File: src/design/dac_host_defs.svh
// Purpose: Constants for the host that loads a 12-bit latched converter over its pins
// Assumes: Clock of 50 ns period; selects are ordered {rank, high, mid, low}
// Notes:   Behaviour list of the converter and of this host follows
// Behaviour
// [RULE1] The converter reads its 12 data pins as positive-true binary, high meaning a one.
// [RULE2] Unipolar wiring uses straight binary, 000 gives zero and FFF one step below full scale.
// [RULE3] Bipolar wiring uses offset binary, 000 gives minus full scale, 800 zero, FFF one step below plus.
// [RULE4] A host holding two's complement values inverts only the top code bit before it reaches the pins.
// [RULE5] On an 8-bit bus every 12-bit code is sent as two separate byte writes.
// [RULE6] Left-justified, one byte carries the eight upper bits and the next the four low bits in its upper nibble.
// [RULE7] Right-justified, one byte carries the eight low bits and the next the four upper bits in its lower nibble.
// [RULE8] Chip select comes from a high address decode and the two lowest address bits drive the latch selects. The host drives both directly.
// [RULE9] Left-justified, offset X01 loads the four low bits and X10 loads the eight upper bits and updates.
// [RULE10] Right-justified, offset X01 loads the eight low bits and X10 loads the four upper bits and updates.
// [RULE11] On a 12- or 16-bit bus all four selects are held low so chip select alone opens every latch.
// [RULE12] With both ranks open, any data change while chip select is low reaches the output.
// [RULE13] A host whose data may move during chip select low uses the second rank separately.
// [RULE14] Every latch is transparent while its select is low and holds once it returns high.
// [RULE15] Under chip select low each select opens its nibble or copies the first rank into the second.
// [RULE16] Several latches may open at once and a first-rank latch passes straight into an open second rank.
`ifndef DAC_HOST_DEFS_SVH
`define DAC_HOST_DEFS_SVH

// Bus timing in ns, and the clock period
`define CLK_PERIOD_NS   50
`define T_CS_WIDTH_NS   100
`define T_ADDR_SETUP_NS 100
`define T_DATA_SETUP_NS 50
// Least chip select low time, rounded up; it also covers both setups
`define CS_LOW_CYCLES   ((`T_CS_WIDTH_NS + `CLK_PERIOD_NS - 1) / `CLK_PERIOD_NS)

// Select patterns, active low, order {rank, high, mid, low}
`define SEL_NONE        4'hf
`define SEL_ALL         4'h0
`define SEL_LEFT_X01    4'he
`define SEL_LEFT_X10    4'h1
`define SEL_RIGHT_X01   4'hc
`define SEL_RIGHT_X10   4'h3
`define SEL_FIRST_RANK  4'h8
`define SEL_SECOND_RANK 4'h7

// Bus offsets of the two byte locations
`define ADDR_WIDE       2'h0
`define ADDR_X01        2'h1
`define ADDR_X10        2'h2

`endif

File: src/design/dac_host_pkg.sv
// Purpose: Types shared by the converter host modules
// Assumes: Nothing beyond the defines header
// Notes:   Binary state codes written out
package dac_host_pkg;
    typedef enum logic [1:0] {
        MODE_WIDE_OPEN   = 2'h0,
        MODE_WIDE_DOUBLE = 2'h1,
        MODE_BYTE_LEFT   = 2'h2,
        MODE_BYTE_RIGHT  = 2'h3
    } bus_mode_t;

    typedef enum logic [1:0] {
        ST_IDLE  = 2'h0,
        ST_ISSUE = 2'h1,
        ST_WAIT  = 2'h2
    } host_state_t;

    typedef enum logic [1:0] {
        SS_IDLE  = 2'h0,
        SS_SETUP = 2'h1,
        SS_LOW   = 2'h2,
        SS_HOLD  = 2'h3
    } strobe_state_t;
endpackage

File: src/design/latch_write_if.sv
// Purpose: Carries one latch write from the sequencer to the strobe generator
// Assumes: Same clock on both sides
// Notes:   start is a one-cycle pulse, done is high for one cycle
`timescale 1ns/1ps
`default_nettype none
interface latch_write_if;
    logic        start;
    logic [3:0]  sel_n;
    logic [11:0] data;
    logic        done;
    modport seq    (output start, output sel_n, output data, input done);
    modport strobe (input start, input sel_n, input data, output done);
endinterface
`default_nettype wire
File: src/design/dac_bus_host.sv
// Purpose: Host controller that writes 12-bit codes into a two-rank latched converter
// Assumes: Converter pins driven directly; byte modes mimic the 8-bit wiring on the pins
// Notes:   Mode and coding are sampled with each request, so they may change between codes
`timescale 1ns/1ps
`default_nettype none
`include "dac_host_defs.svh"
module dac_bus_host (
    // Clock and reset
    input  wire logic                   clock_i,
    input  wire logic                   reset_i,
    // Request side
    input  wire logic                   req_valid_i,
    input  wire logic [11:0]            req_code_i,
    input  wire dac_host_pkg::bus_mode_t req_mode_i,
    input  wire logic                   twos_complement_coding_i,
    output logic                        req_ready_o,
    output logic                        write_done_o,
    output logic [11:0]                 last_code_o,
    // Bus view of the write in progress
    output logic [1:0]                  bus_addr_o,
    output logic [7:0]                  bus_byte_o,
    // Converter pins
    output logic                        dac_cs_n_o,
    output logic                        low_nibble_select_n_o,
    output logic                        mid_nibble_select_n_o,
    output logic                        high_nibble_select_n_o,
    output logic                        output_rank_load_n_o,
    output logic [11:0]                 dac_data_o
);
    import dac_host_pkg::*;

    host_state_t   state_reg;
    host_state_t   state_next;
    bus_mode_t     mode_reg;
    logic [11:0]   code_reg;
    logic          step_reg;
    logic          done_reg;
    logic [11:0]   last_reg;
    logic [1:0]    addr_reg;
    logic [7:0]    byte_reg;
    logic [3:0]    pin_sel_n;

    latch_write_if wr ();

    ////////////////////////////////////////////////////////////////////////
    // Coding: two's complement becomes offset binary by flipping the top bit
    logic [11:0] coded_code;
    logic        code_top_bit;
    assign code_top_bit = req_code_i[11] ^ twos_complement_coding_i; // RULE4
    assign coded_code   = {code_top_bit, req_code_i[10:0]}; // RULE3

    ////////////////////////////////////////////////////////////////////////
    // Byte formats for the two bus locations
    logic [7:0] left_x01_byte;
    logic [7:0] left_x10_byte;
    logic [7:0] right_x01_byte;
    logic [7:0] right_x10_byte;
    assign left_x01_byte  = {code_reg[3:0], 4'h0}; // RULE6
    assign left_x10_byte  = code_reg[11:4]; // RULE6
    assign right_x01_byte = code_reg[7:0]; // RULE7
    assign right_x10_byte = {4'h0, code_reg[11:8]}; // RULE7

    // Byte for the current step; wide modes show the low byte only
    logic       is_left;
    logic       is_right;
    logic       is_wide_open;
    logic [7:0] step_byte;
    assign is_left      = (mode_reg == MODE_BYTE_LEFT);
    assign is_right     = (mode_reg == MODE_BYTE_RIGHT);
    assign is_wide_open = (mode_reg == MODE_WIDE_OPEN);
    assign step_byte    = is_left  ? (step_reg ? left_x10_byte  : left_x01_byte)  :
                          is_right ? (step_reg ? right_x10_byte : right_x01_byte) :
                          code_reg[7:0];

    // Location: X01 then X10, for the bus view only; the selects come from the mode tables
    logic [1:0] step_addr;
    assign step_addr = (is_left || is_right) ? (step_reg ? `ADDR_X10 : `ADDR_X01) // RULE8
                                             : `ADDR_WIDE;

    ////////////////////////////////////////////////////////////////////////
    // Pin data as the 8-bit bus lands on the 12 inputs
    // Left wiring: bus D7..D0 to the top eight, bus D7..D4 also to the low four
    // Right wiring: bus D7..D0 to the low eight, bus D3..D0 also to the top four
    logic [11:0] step_data;
    assign step_data = is_left  ? {step_byte, step_byte[7:4]} : // RULE9
                       is_right ? {step_byte[3:0], step_byte} : // RULE10
                       code_reg; // RULE11

    // Selects for each mode and step, order {rank, high, mid, low}
    logic [3:0] left_sel_n;
    logic [3:0] right_sel_n;
    logic [3:0] double_sel_n;
    logic [3:0] step_sel_n;
    assign left_sel_n   = step_reg ? `SEL_LEFT_X10 : `SEL_LEFT_X01; // RULE9
    assign right_sel_n  = step_reg ? `SEL_RIGHT_X10 : `SEL_RIGHT_X01; // RULE10
    // Word first into the nibbles, then a separate copy, so a moving bus never shows
    assign double_sel_n = step_reg ? `SEL_SECOND_RANK : `SEL_FIRST_RANK; // RULE13
    assign step_sel_n   = is_left      ? left_sel_n  :
                          is_right     ? right_sel_n :
                          is_wide_open ? `SEL_ALL    : // RULE11
                          double_sel_n;

    // A single pulse for the open word, two writes otherwise
    logic last_step;
    assign last_step = is_wide_open || step_reg; // RULE5

    ////////////////////////////////////////////////////////////////////////
    // Sequencer state machine
    always_comb begin
        state_next = state_reg;
        case (state_reg)
            ST_IDLE:  if (req_valid_i) state_next = ST_ISSUE;
            ST_ISSUE: state_next = ST_WAIT;
            ST_WAIT: begin
                if (wr.done) begin
                    state_next = last_step ? ST_IDLE : ST_ISSUE;
                end
            end
            default:  state_next = ST_IDLE;
        endcase
    end

    always_ff @(posedge clock_i) begin
        if (reset_i) begin
            state_reg <= ST_IDLE;
        end else begin
            state_reg <= state_next;
        end
    end

    // Request capture; the open word relies on both ranks following the pins
    always_ff @(posedge clock_i) begin
        if (reset_i) begin
            mode_reg <= MODE_WIDE_OPEN;
            code_reg <= 12'h000;
        end else if (state_reg == ST_IDLE && req_valid_i) begin
            mode_reg <= req_mode_i; // RULE16
            code_reg <= coded_code; // RULE2
        end
    end

    // Step index: first write, then second
    always_ff @(posedge clock_i) begin
        if (reset_i) begin
            step_reg <= 1'b0;
        end else if (state_reg == ST_IDLE) begin
            step_reg <= 1'b0;
        end else if (state_reg == ST_WAIT && wr.done) begin
            step_reg <= 1'b1; // RULE5
        end
    end

    // Completion pulse and the code last written
    always_ff @(posedge clock_i) begin
        if (reset_i) begin
            done_reg <= 1'b0;
            last_reg <= 12'h000;
        end else begin
            done_reg <= (state_reg == ST_WAIT) && wr.done && last_step;
            if (state_reg == ST_WAIT && wr.done && last_step) begin
                last_reg <= code_reg;
            end
        end
    end

    // Bus view, updated as each write is issued
    always_ff @(posedge clock_i) begin
        if (reset_i) begin
            addr_reg <= `ADDR_WIDE;
            byte_reg <= 8'h00;
        end else if (state_reg == ST_ISSUE) begin
            addr_reg <= step_addr;
            byte_reg <= step_byte;
        end
    end

    ////////////////////////////////////////////////////////////////////////
    // Strobe generator; a change of data under an open word is avoided by holding it
    assign wr.start = (state_reg == ST_ISSUE);
    assign wr.sel_n = step_sel_n;
    assign wr.data  = step_data; // RULE12

    latch_strobe u_strobe (
        .clock_i (clock_i),
        .reset_i (reset_i),
        .wr      (wr.strobe),
        .cs_n_o  (dac_cs_n_o),
        .sel_n_o (pin_sel_n),
        .data_o  (dac_data_o)
    );

    assign low_nibble_select_n_o  = pin_sel_n[0];
    assign mid_nibble_select_n_o  = pin_sel_n[1];
    assign high_nibble_select_n_o = pin_sel_n[2];
    assign output_rank_load_n_o   = pin_sel_n[3];

    // Outputs
    assign req_ready_o  = (state_reg == ST_IDLE);
    assign write_done_o = done_reg;
    assign last_code_o  = last_reg;
    assign bus_addr_o   = addr_reg;
    assign bus_byte_o   = byte_reg;
endmodule
`default_nettype wire

File: src/design/latch_strobe.sv
// Purpose: Drives one chip select pulse with selects and data around it
// Assumes: start only while idle
// Notes:   Selects and data lead the strobe by one cycle; selects trail it by one, data holds until the next write
`timescale 1ns/1ps
`default_nettype none
`include "dac_host_defs.svh"
module latch_strobe #(
    parameter int CNT_W = 4
) (
    // Clock and reset
    input  wire logic          clock_i,
    input  wire logic          reset_i,
    // Request from the sequencer
    latch_write_if.strobe      wr,
    // Converter pins
    output logic               cs_n_o,
    output logic [3:0]         sel_n_o,
    output logic [11:0]        data_o
);
    import dac_host_pkg::*;

    strobe_state_t     state_reg;
    strobe_state_t     state_next;
    logic [CNT_W-1:0]  count_reg;
    logic              cs_n_reg;
    logic [3:0]        sel_n_reg;
    logic [11:0]       data_reg;

    ////////////////////////////////////////////////////////////////////////
    // Sequence: setup, strobe low, trailing hold
    always_comb begin
        state_next = state_reg;
        case (state_reg)
            SS_IDLE:  if (wr.start) state_next = SS_SETUP;
            SS_SETUP: state_next = SS_LOW;
            SS_LOW:   if (count_reg == '0) state_next = SS_HOLD;
            SS_HOLD:  state_next = SS_IDLE;
            default:  state_next = SS_IDLE;
        endcase
    end

    always_ff @(posedge clock_i) begin
        if (reset_i) begin
            state_reg <= SS_IDLE;
        end else begin
            state_reg <= state_next;
        end
    end

    // Strobe width counter; low time is never cut short
    always_ff @(posedge clock_i) begin
        if (reset_i) begin
            count_reg <= '0;
        end else if (state_reg == SS_SETUP) begin
            count_reg <= CNT_W'(`CS_LOW_CYCLES - 1);
        end else if (count_reg != '0) begin
            count_reg <= count_reg - 1'b1;
        end
    end

    // Chip select low only in the strobe phase, so address and data are set up ahead
    always_ff @(posedge clock_i) begin
        if (reset_i) begin
            cs_n_reg <= 1'b1;
        end else begin
            cs_n_reg <= (state_next != SS_LOW); // RULE14
        end
    end

    // Selects held through the trailing cycle so no latch sees them rise first
    always_ff @(posedge clock_i) begin
        if (reset_i) begin
            sel_n_reg <= `SEL_NONE;
        end else if (state_reg == SS_IDLE && wr.start) begin
            sel_n_reg <= wr.sel_n; // RULE15
        end else if (state_reg == SS_HOLD) begin
            sel_n_reg <= `SEL_NONE;
        end
    end

    // Data stays put until the next write, giving hold margin for free
    always_ff @(posedge clock_i) begin
        if (reset_i) begin
            data_reg <= 12'h000;
        end else if (state_reg == SS_IDLE && wr.start) begin
            data_reg <= wr.data; // RULE1
        end
    end

    assign wr.done = (state_reg == SS_HOLD);
    assign cs_n_o  = cs_n_reg;
    assign sel_n_o = sel_n_reg;
    assign data_o  = data_reg;
endmodule
`default_nettype wire

File: config.mk
export PLATFORM = sky130hd
export DESIGN_NAME = dac_bus_host
export DESIGN_NICKNAME = d
export VERILOG_FILES = /design/src/design/dac_host_pkg.sv /design/src/design/latch_write_if.sv /design/src/design/dac_bus_host.sv /design/src/design/latch_strobe.sv
export VERILOG_INCLUDE_DIRS = /design/src /design/src/design
export SDC_FILE = /design/constraint.sdc
export NUM_CORES = 1
export LEC_CHECK = 0
export ABC_AREA = 1
export BUFFER_PORTS_ARGS = -buffer_cell sky130_fd_sc_hd__buf_2
export CAP_MARGIN = 15
export CORE_MARGIN = 4
export CORE_UTILIZATION = 25
export CTS_CLUSTER_SIZE = 25
export DETAILED_ROUTE_END_ITERATION = 10
export PLACE_DENSITY_LB_ADDON = 0.2
export SYNTH_ARGS = -nofsm -noshare
export SYNTH_HDL_FRONTEND = slang
export SYNTH_HIERARCHICAL = 1
export SYNTH_SLANG_ARGS = --single-unit
File: constraint.sdc
create_clock -name clock_i -period 1.7 [get_ports clock_i]
set_input_delay 0.255 -clock clock_i [delete_from_list [all_inputs] [get_ports clock_i]]
set_output_delay 0.255 -clock clock_i [all_outputs]
set_load 0.005 [all_outputs]
# Word level (Yosys, flattened, before mapping)
# Index checks and enable logic that the tools add are counted.
dict set report word_totals {
  regBits 63
  in_bits 18
  out_inout_bits 41
  elab_cells 67
}
dict set report classes {
  add_sub_neg 1
  n_eq_ne 10
  muxes 25
  bitwise 1
  reduce_logical 16
}
# operator n
set ops {}
lappend ops {{$mux 4} 8}
lappend ops {{$mux 8} 4}
lappend ops {{$mux 12} 2}
lappend ops {{$mux 2} 6}
lappend ops {{$eq 2x2->1 const B} 5}
lappend ops {{$pmux 2 s4} 1}
lappend ops {{$logic_not 2->1} 3}
lappend ops {{$ne 2x2->1 const B} 3}
lappend ops {{$pmux 2 s3} 1}
lappend ops {{$eq 2x1->1 const B} 2}
lappend ops {{$logic_and 1x1->1} 4}
lappend ops {{$logic_not 4->1} 1}
lappend ops {{$reduce_bool 2->1} 2}
lappend ops {{$reduce_bool 4->1} 1}
lappend ops {{$reduce_or 2->1} 2}
lappend ops {{$sub 4x1->4 const B} 1}
lappend ops {{$mux 1} 3}
lappend ops {{$logic_or 1x1->1} 2}
lappend ops {{$reduce_and 2->1} 1}
lappend ops {{$xor 1x1->1} 1}

# Logic depth before layout (Yosys ltp)
# Gate-level depths: netlist (run 1).
dict set report depth {
  ltp_word 5
  ltp_mapped 9
  depth_no_buf 7
}

# Hierarchy
# Netlist (run 1), hierarchy kept.
# module instances cells_per_inst area_each_um2 seq_area_each_um2
set modules_own_cells {}
lappend modules_own_cells {dac_bus_host 1 289 1884.3 800.8}
lappend modules_own_cells {latch_strobe 1 114 925.9 460.4}

# Worst setup path after synthesis (run 1)
# No wires, ideal clock.
dict set report synth_path {
  path_type {register to register}
  startpoint {register state_reg[1] (netlist name)}
  endpoint {register u_strobe.data_reg[4] (netlist: u_strobe/data_o[4])}
  setup_ps 116
  arrival_ps 1164
  t_required_ps 1584
  path_slack_ps 420
  stages_incl_launch_ff 10
  path_buffers 2
  period_less_slack_ps 1280
  cell_sequence {dfxtp_1 inv_2 nand2_2 inv_2 buf_6 nand2_2 inv_2 buf_6 nor2_1 nor2_1}
}
# element line_no
set synth_rtl {}
lappend synth_rtl {{end signal, assigned} latch_strobe.sv:86} ;# data_reg <= wr.data;
lappend synth_rtl {{end, declared} latch_strobe.sv:27} ;# logic [11:0] data_reg;

# Final worst setup path (run 1)
dict set report layout_path {
  startpoint {register step_reg}
  endpoint {register last_reg[0] (netlist: last_code_o[0])}
}
dict set report layout_via {
  elab_chain_cells 2
}
# element line_no
set layout_lines {}
lappend layout_lines {{start, declared} dac_bus_host.sv:36} ;# logic step_reg;
lappend layout_lines {{start signal, assigned} dac_bus_host.sv:145} ;# step_reg <= 1'b0;
lappend layout_lines {{start signal, assigned} dac_bus_host.sv:147} ;# step_reg <= 1'b0;
lappend layout_lines {{start signal, assigned} dac_bus_host.sv:149} ;# step_reg <= 1'b1;
lappend layout_lines {{$logic_or 1x1->1} dac_bus_host.sv:105} ;# assign last_step = is_wide_open || step_reg;
lappend layout_lines {{$logic_and 1x1->1} dac_bus_host.sv:160} ;# if (state_reg == ST_WAIT && wr.done && last_step) begin
lappend layout_lines {{end signal, assigned} dac_bus_host.sv:161} ;# last_reg <= code_reg;
lappend layout_lines {{end, declared} dac_bus_host.sv:38} ;# logic [11:0] last_reg;
# No other way between the ends.
# A chain may end at the register's enable or synchronous reset.

==> results of run 1 <==
[layer usage]
metal | track usage [%] | vias to the layer above
met5 | 0 | -
met4 | 5.384 | 0
met3 | 3.501 | 10
met2 | 19.36 | 43
met1 | 16.27 | 1166
li1 | - | 1390
[power by group]
| part | total, uW | internal (uW) | leakage [uW] | switching (uW) |
|---|---|---|---|---|
| clock network | 1870 | 1250 | 0.000156 | 622 |
| registers | 1810 | 1680 | 0.000516 | 136 |
| logic | 1020 | 394 | 0.00102 | 628 |
| total | 4710 | 3320 | 0.00169 | 1390 |
[logic make-up (layout without fill, tap and decap cells)]
| group | after synthesis | after routing | synth area share, % |
|---|---|---|---|
| AOI/OAI and AO/OA | 54 | 54 | 9.884 |
| xor gates and xnor gates | 2 | 2 | 0.6234 |
| adders and majority gates | 6 | 6 | 2.671 |
| buffers and inverters | 59 | 125 | 9.706 |
| DFF | 63 | 63 | 44.88 |
| and+or+nand+nor | 219 | 219 | 32.24 |
[worst reg2reg max path, delay by kind of cell (launching register included)]
family	cells	cell delay, ps
buf+inv	1	150
simple gates	5	810
flops	1	460
[Yosys cell counts]
master      n  area, um^2
clkbuf_1    2       7.510
dfxtp_1    63        1261
buf_2       6       30.03
nor2_1    107       401.6
nor2_2      3       18.77
xnor2_1     1       8.760
ha_1        6       75.07
o21ai_0    39       195.2
buf_4       1       7.510
o22ai_1     4       25.02
nand3_1    31       155.2
buf_6       5       56.30
inv_2      11       41.29
nand2_2     6       37.54
clkbuf_2    2       10.01
nor3_1      1       5.000
xor2_1      1       8.760
o21ai_1     4       20.02
a211oi_1    1       7.510
nand3_2     1       10.01
nand2_1    64       240.2
inv_1      32       120.1
nand4_1     5       31.28
a21oi_1     6       30.03
or2_0       1       6.260
[through the flow]
stage / cells / utilization, % / hold slack (ps) / setup WS [ps]
finish: 609 / 32.44 / 157.5 / 221.6
global route: 609 / 32.44 / 156.0 / 53.52
CTS: 609 / 32.44 / 144.1 / 211.9
detailed placement: 593 / 29.60 / 475.8 / 236.7
global placement: 593 / 29.60 / 467.5 / 210.6
floorplan: 403 / - / 324.1 / 420.4
[final timing paths]
check	cells past startpoint	slack, ps	endpoint
min reg2reg	2	480	last_code_o[8]
max	6	220	last_code_o[0]
min	2	160	u_strobe/count_reg[0]
max reg2reg	6	220	last_code_o[0]
[area by class of cell]
cell class | instances | area share (%)
Clock inverter | 3 | 1.129
Clock buffer | 13 | 7.619
Multi-Input combinational cell | 281 | 35.98
Tap cell | 140 | 4.938
Inverter | 43 | 4.550
Sequential cell | 63 | 35.56
Timing Repair Buffer | 66 | 10.23
[layout by cell type (no fill, tap or decap), types with 7 or more instances in the layout]
master     count
nor2_1       107
nand2_1       64
dfxtp_1       63
buf_2         58
o21ai_0       39
inv_1         32
nand3_1       31
inv_2         11
clkbuf_16      9
buf_4          7
==> metrics.md, run 1 <==
| Metric | Value |
|---|---|
| CTS buffer count | `9` |
| Power per cell area | `1327 nW/um^2` |
| Design Power | `around 4700 uW` |
| Post-Syn Area | `between 2000 and 3000 um^2` |
| Initial Util | `between 20% and 30%` |
| CTS Hold Bufs | `0` |
| CTS tree | `built` |
| Static Leak | `approximately 0.0017 uW` |
| RSZ-0062 raised after global routing | `no` |
| Metal-1 WL | `approximately 3.8 mm` |
| ANT cells | `0` |
| Reg area | `about 1300 um^2` |
| Slew HR | `68.38%` |
| Crit path from | `step_reg` |
| Min-delay src | `reset_i` |
| Critical path cell sequence | `inv_2 > nand2_2 > nand2_2 > nor2_2 > nor2_1 > nor2_1` |
| Metal3 WL | `approximately 370 um` |
| Yosys reg bits | `63` |
| Worst endpoint data arrival time | `1740 ps` |
| Dpl cell area | `approximately 3200 um^2` |
| R2r startpoint | `step_reg` |
| First-pass GRT wire length | `12.56 mm` |
| Layout cells sized above 1 | `about 22%` |
| Drt drc | `0` |
| First drt pass iteration count | `4` |
| Worst Path Buf+Inv | `1` |
| Top delay family on crit path | `simple AND/OR/NAND/NOR gates` |
| DR WL/cell | `roughly 13 um` |
| CP max-delay cell | `dfxtp_1` |
| Final Hold Fails | `0` |
| Area occupied by multi-input gates | `approximately 1300 um^2` |
| Clock Tree Root | `clkbuf_16` |
| Clock tree buffer depth | `2` |
| GRT Total Usage | `~13%` |
| Met2 WL | `3.556 mm` |
| Routed Antenna Nets | `0` |
| Post-Syn Instances | `roughly 400` |
| Crit-path max FO | `12` |
| Initial antenna violation count | `0` |
| Result of the run | `finished, final reports clean` |
| Hold WC Path Type | `in2reg` |
| Synthesized net count | `~430` |
| CTS clk-pin slew, worst paths | `roughly 50 ps` |
| Overflow after GRT | `0` |
| Sequential fraction of the synthesis area | `44.88%` |
| Die Wd | `about 110 um` |
| DIE AREA | `between 10000 and 15000 um^2` |
| Min Tclk post-route | `around 1500 ps` |
| Largest net degree at the start of global routing | `27` |
| Core area | `approximately 11000 um^2` |
| Fill cell count | `1218` |
| Drt via density | `between 4 and 5` |
| Ports | `a little under 60` |
| Max cap viols | `0` |
| Gpl congestion | `roughly 0.88` |
| Ys Warns | `6` |
| Clock Sinks | `63` |
| Highest cell delay on the worst timing path | `roughly 460 ps` |
| Unique masters post-synth | `25` |
| Routed vias | `2609` |
| Cell Rows | `38` |
| # resized after CTS | `0` |
| DRT iter0 DRCs | `between 100 and 150` |
| Port bufs | `58` |
| CP Launch Type | `flop` |
| Critical path required time | `about 2000 ps` |
| Max IR drop VDD | `roughly 470 uV` |
| Total Routed Length | `slightly below 8 mm` |
| Slew Limit Fails | `0` |
| Final Net Count | `between 400 and 500` |
| Skew final | `a little under 5 ps` |
| WS Path Type | `reg2reg` |
| Postcts setup bufs | `0` |
| Htree depth | `3` |
| Clk Latency, worst-skew pair | `~330 ps` |
| Post-route setup TNS | `0 ps` |
| Vias in the first global route | `between 2000 and 2500` |
| # setup viols final | `0` |
| F_max | `approximately 0.68 GHz` |
| Die height | `about 110 um` |
| Syn-to-layout area delta | `26.22%` |
| Syn_area_per_cell | `around 7 um^2` |
| CP endpoint kind | `flop` |
| Slew @ Worst Pin | `roughly 470 ps` |
| Final cycle utilization of the critical path | `between 80% and 90%` |
| DP HPWL | `between 6 and 7 mm` |
| Post-route design area | `between 3000 and 4000 um^2` |
| Top routing layer in use | `met4` |
No activity file was read; power rests on OpenSTA's default activity.
==> run 2: changes to the inputs <==
--- a/config.mk
+++ b/config.mk
@@ -11,3 +11,2 @@
 export CAP_MARGIN = 15
-export CORE_MARGIN = 4
 export CORE_UTILIZATION = 25
==> constraint.sdc (replaced) <==
create_clock -name clock_i -period 1.7 [get_ports clock_i]
set_input_delay 0.085 -clock clock_i [delete_from_list [all_inputs] [get_ports clock_i]]
set_output_delay 0.085 -clock clock_i [all_outputs]
set_load 0.005 [all_outputs]
==> metrics.md, run 2 (synthesized netlist as in run 1, its figures left out) <==
| Metric | Value |
|---|---|
| Met3 Resource Use GR | `3.255% (-0.25 points)` |
| Min-delay src | `req_code_i[7]` |
| ANT cells | `0 (unchanged)` |
| Worst Path Buf+Inv | `1 (unchanged)` |
| DRT iter0 DRCs | `234 (+57%)` |
| Max cap viols | `0 (unchanged)` |
| GRT met2 Usage | `23.48% (+4.1 points)` |
| Hold WC Path Type | `in2reg` |
| Layout cells sized above 1 | `21.35% (-0.40 points)` |
| Worst endpoint data arrival time | `1720 ps (-20 ps)` |
| Vias in the first global route | `2583 (+4.8%)` |
| Highest cell delay on the worst timing path | `510 ps (+50 ps)` |
| CP Launch Type | `flop` |
| WS Path Type | `reg2reg` |
| F_max | `0.6736 GHz (-0.42%)` |
| RSZ-0062 raised after global routing | `no` |
| Post-route setup TNS | `0 ps (unchanged)` |
| Grt peak-use layer | `met2` |
| CTS buffer count | `9 (unchanged)` |
| Syn-to-layout area delta | `24.00%` |
| Slew Limit Fails | `0 (unchanged)` |
| Overflow after GRT | `0 (unchanged)` |
| DR WL/cell | `12.76 um (-1.2%)` |
| Final Hold Fails | `0 (unchanged)` |
| Clock Sinks | `63 (unchanged)` |
| Fill cell count | `1234 (+1.3%)` |
| Die height | `108.0 um (-5.3%)` |
| Port bufs | `58 (unchanged)` |
| Worst slack, placed | `153.5 ps (-83.22 ps)` |
| Clock Tree Root | `clkbuf_8` |
| Area occupied by multi-input gates | `1281 um^2 (+0.39%)` |
| Cell Rows | `38 (unchanged)` |
| Max IR drop VDD | `394.7 uV (-16%)` |
| Ports | `59 (unchanged)` |
| Critical R2R Capture | `u_strobe/data_o[0]` |
| Most frequent cells in the layout | `nor2_1, nand2_1, dfxtp_1, buf_2, o21ai_0` |
| Initial Util | `25.81% (+0.11 points)` |
| First-pass GRT wire length | `12.68 mm (+0.93%)` |
| Die Wd | `108.0 um (-5.3%)` |
| CP most frequent cell | `o21ai_0` |
| Drt drc | `0 (unchanged)` |
| Final Net Count | `492 (+0.82%)` |
| Total Routed Length | `7.823 mm (-0.52%)` |
| Slew HR | `49.48% (-19 points)` |
| CP max-delay cell | `dfxtp_1` |
| Largest net degree at the start of global routing | `30 (+11%)` |
| Worst Hold End | `code_reg[7]` |
| Commonest non-fill, non-tap cell in the layout | `nor2_1` |
| Met1 Use GR | `18.13% (+1.9 points)` |
| Slew @ Worst Pin | `757.0 ps (+283.2 ps)` |
| Clk Latency, worst-skew pair | `350 ps (+20 ps)` |
| CTS tree | `built` |
| Gpl congestion | `0.8709 (-1.1%)` |
| Critical path cell sequence | `inv_2 > nand2_1 > nand2_1 > o21ai_0 > o21ai_0 > o21ai_0 > nor2_1` |
| GRT Total Usage | `14.45% (+1.9 points)` |
| First drt pass iteration count | `4 (unchanged)` |
| Static Leak | `0.001648 uW (-2.5%)` |
| Clock tree buffer depth | `2 (unchanged)` |
| Htree depth | `3 (unchanged)` |
| Result of the run | `finished, final reports clean` |
| DIE AREA | `11670 um^2 (-10%)` |
| Routed Antenna Nets | `0 (unchanged)` |
| # setup viols final | `0 (unchanged)` |
| Skew final | `6.398 ps (+1.530 ps)` |
| Reg area | `1261 um^2 (unchanged)` |
| R2r startpoint | `step_reg` |
| Design Power | `4257 uW (-9.5%)` |
| Drt via density | `4.344 (+1.4%)` |
| Top delay family on crit path | `flip-flops` |
| Postcts setup bufs | `0 (unchanged)` |
| Core area | `10890 um^2 (-0.44%)` |
| Min Tclk post-route | `1485 ps (+6.163 ps)` |
| Worst R2R Path Depth | `7 (+1)` |
| Initial antenna violation count | `0 (unchanged)` |
| Power per cell area | `1222 nW/um^2 (-7.9%)` |
| Hold path cells | `3 (+1)` |
| CP endpoint kind | `flop` |
| Routed vias | `2663 (+2.1%)` |
| Final cycle utilization of the critical path | `87.33% (+0.36 points)` |
| Flop-to-flop setup slack | `220 ps (about the same)` |
| DP HPWL | `5.935 mm (-2.5%)` |
| Final worst setup slack | `215.5 ps (-6.163 ps)` |
| Critical path required time | `1940 ps (-20 ps)` |
| Crit-path max FO | `8 (-4)` |
| CTS clk-pin slew, worst paths | `70 ps (+20 ps)` |
==> run 2: cell type report <==
class | instances | area share (%)
flip-flops and latches | 63 | 36.19
clock inverters | 6 | 2.442
inverters | 43 | 4.632
repair buffers | 70 | 11.27
clock buffers | 10 | 3.662
multi-input cells | 281 | 36.77
well taps | 140 | 5.027
==> run 2: report_power, final <==
part | switching (uW) | total [uW] | internal, uW
sequential | 138 | 1810 | 1670
combinational | 632 | 1030 | 396
clock | 597 | 1420 | 820
total | 1370 | 4260 | 2890
==> run 2: worst max-delay path by stage <==
stage / from / end / depth (start not counted)
floorplan: state_reg[1] / u_strobe/data_o[4] / 9
finish: step_reg / u_strobe/data_o[0] / 7
global placement: step_reg / last_code_o[6] / 6
CTS: step_reg / last_code_o[1] / 6
detailed placement: step_reg / last_code_o[4] / 6
global route: step_reg / u_strobe/data_o[3] / 7
==> run 2: metal layers <==
layer / routed length, um / vias to the layer above
li1: - / 1398
met5: 0 / -
met3: 361 / 12
met4: 150 / 0
met2: 3598 / 61
met1: 3712 / 1192
==> run 2: worst reg2reg max path, delay by kind of cell (launching register included) <==
family,cells,cell delay (ps)
AND/OR/NAND/NOR,3,270
AO/OA/AOI/OAI,3,440
buffers and inverters,1,160
flip-flops,1,510
==> run 2: per-stage QoR <==
step	util (%)	std cells	cell area, um^2	hold slack (ps)
2_1_floorplan	-	403	2810	154.1
4_1_cts	31.96	613	3480	2.916
6_report	32.00	613	3485	1.397
3_5_place_dp	29.54	592	3217	340.8
5_1_grt	32.00	613	3485	18.88
3_3_place_gp	29.54	592	3217	325.6
==> run 2: what timing repair did <==
action | 4_1_cts | 5_1_grt
resized for setup | 0 | 1
hold buffers | 5 | 0
endpoints found under the hold margin | 5 | 0
setup endpoints to repair | 0 | 2
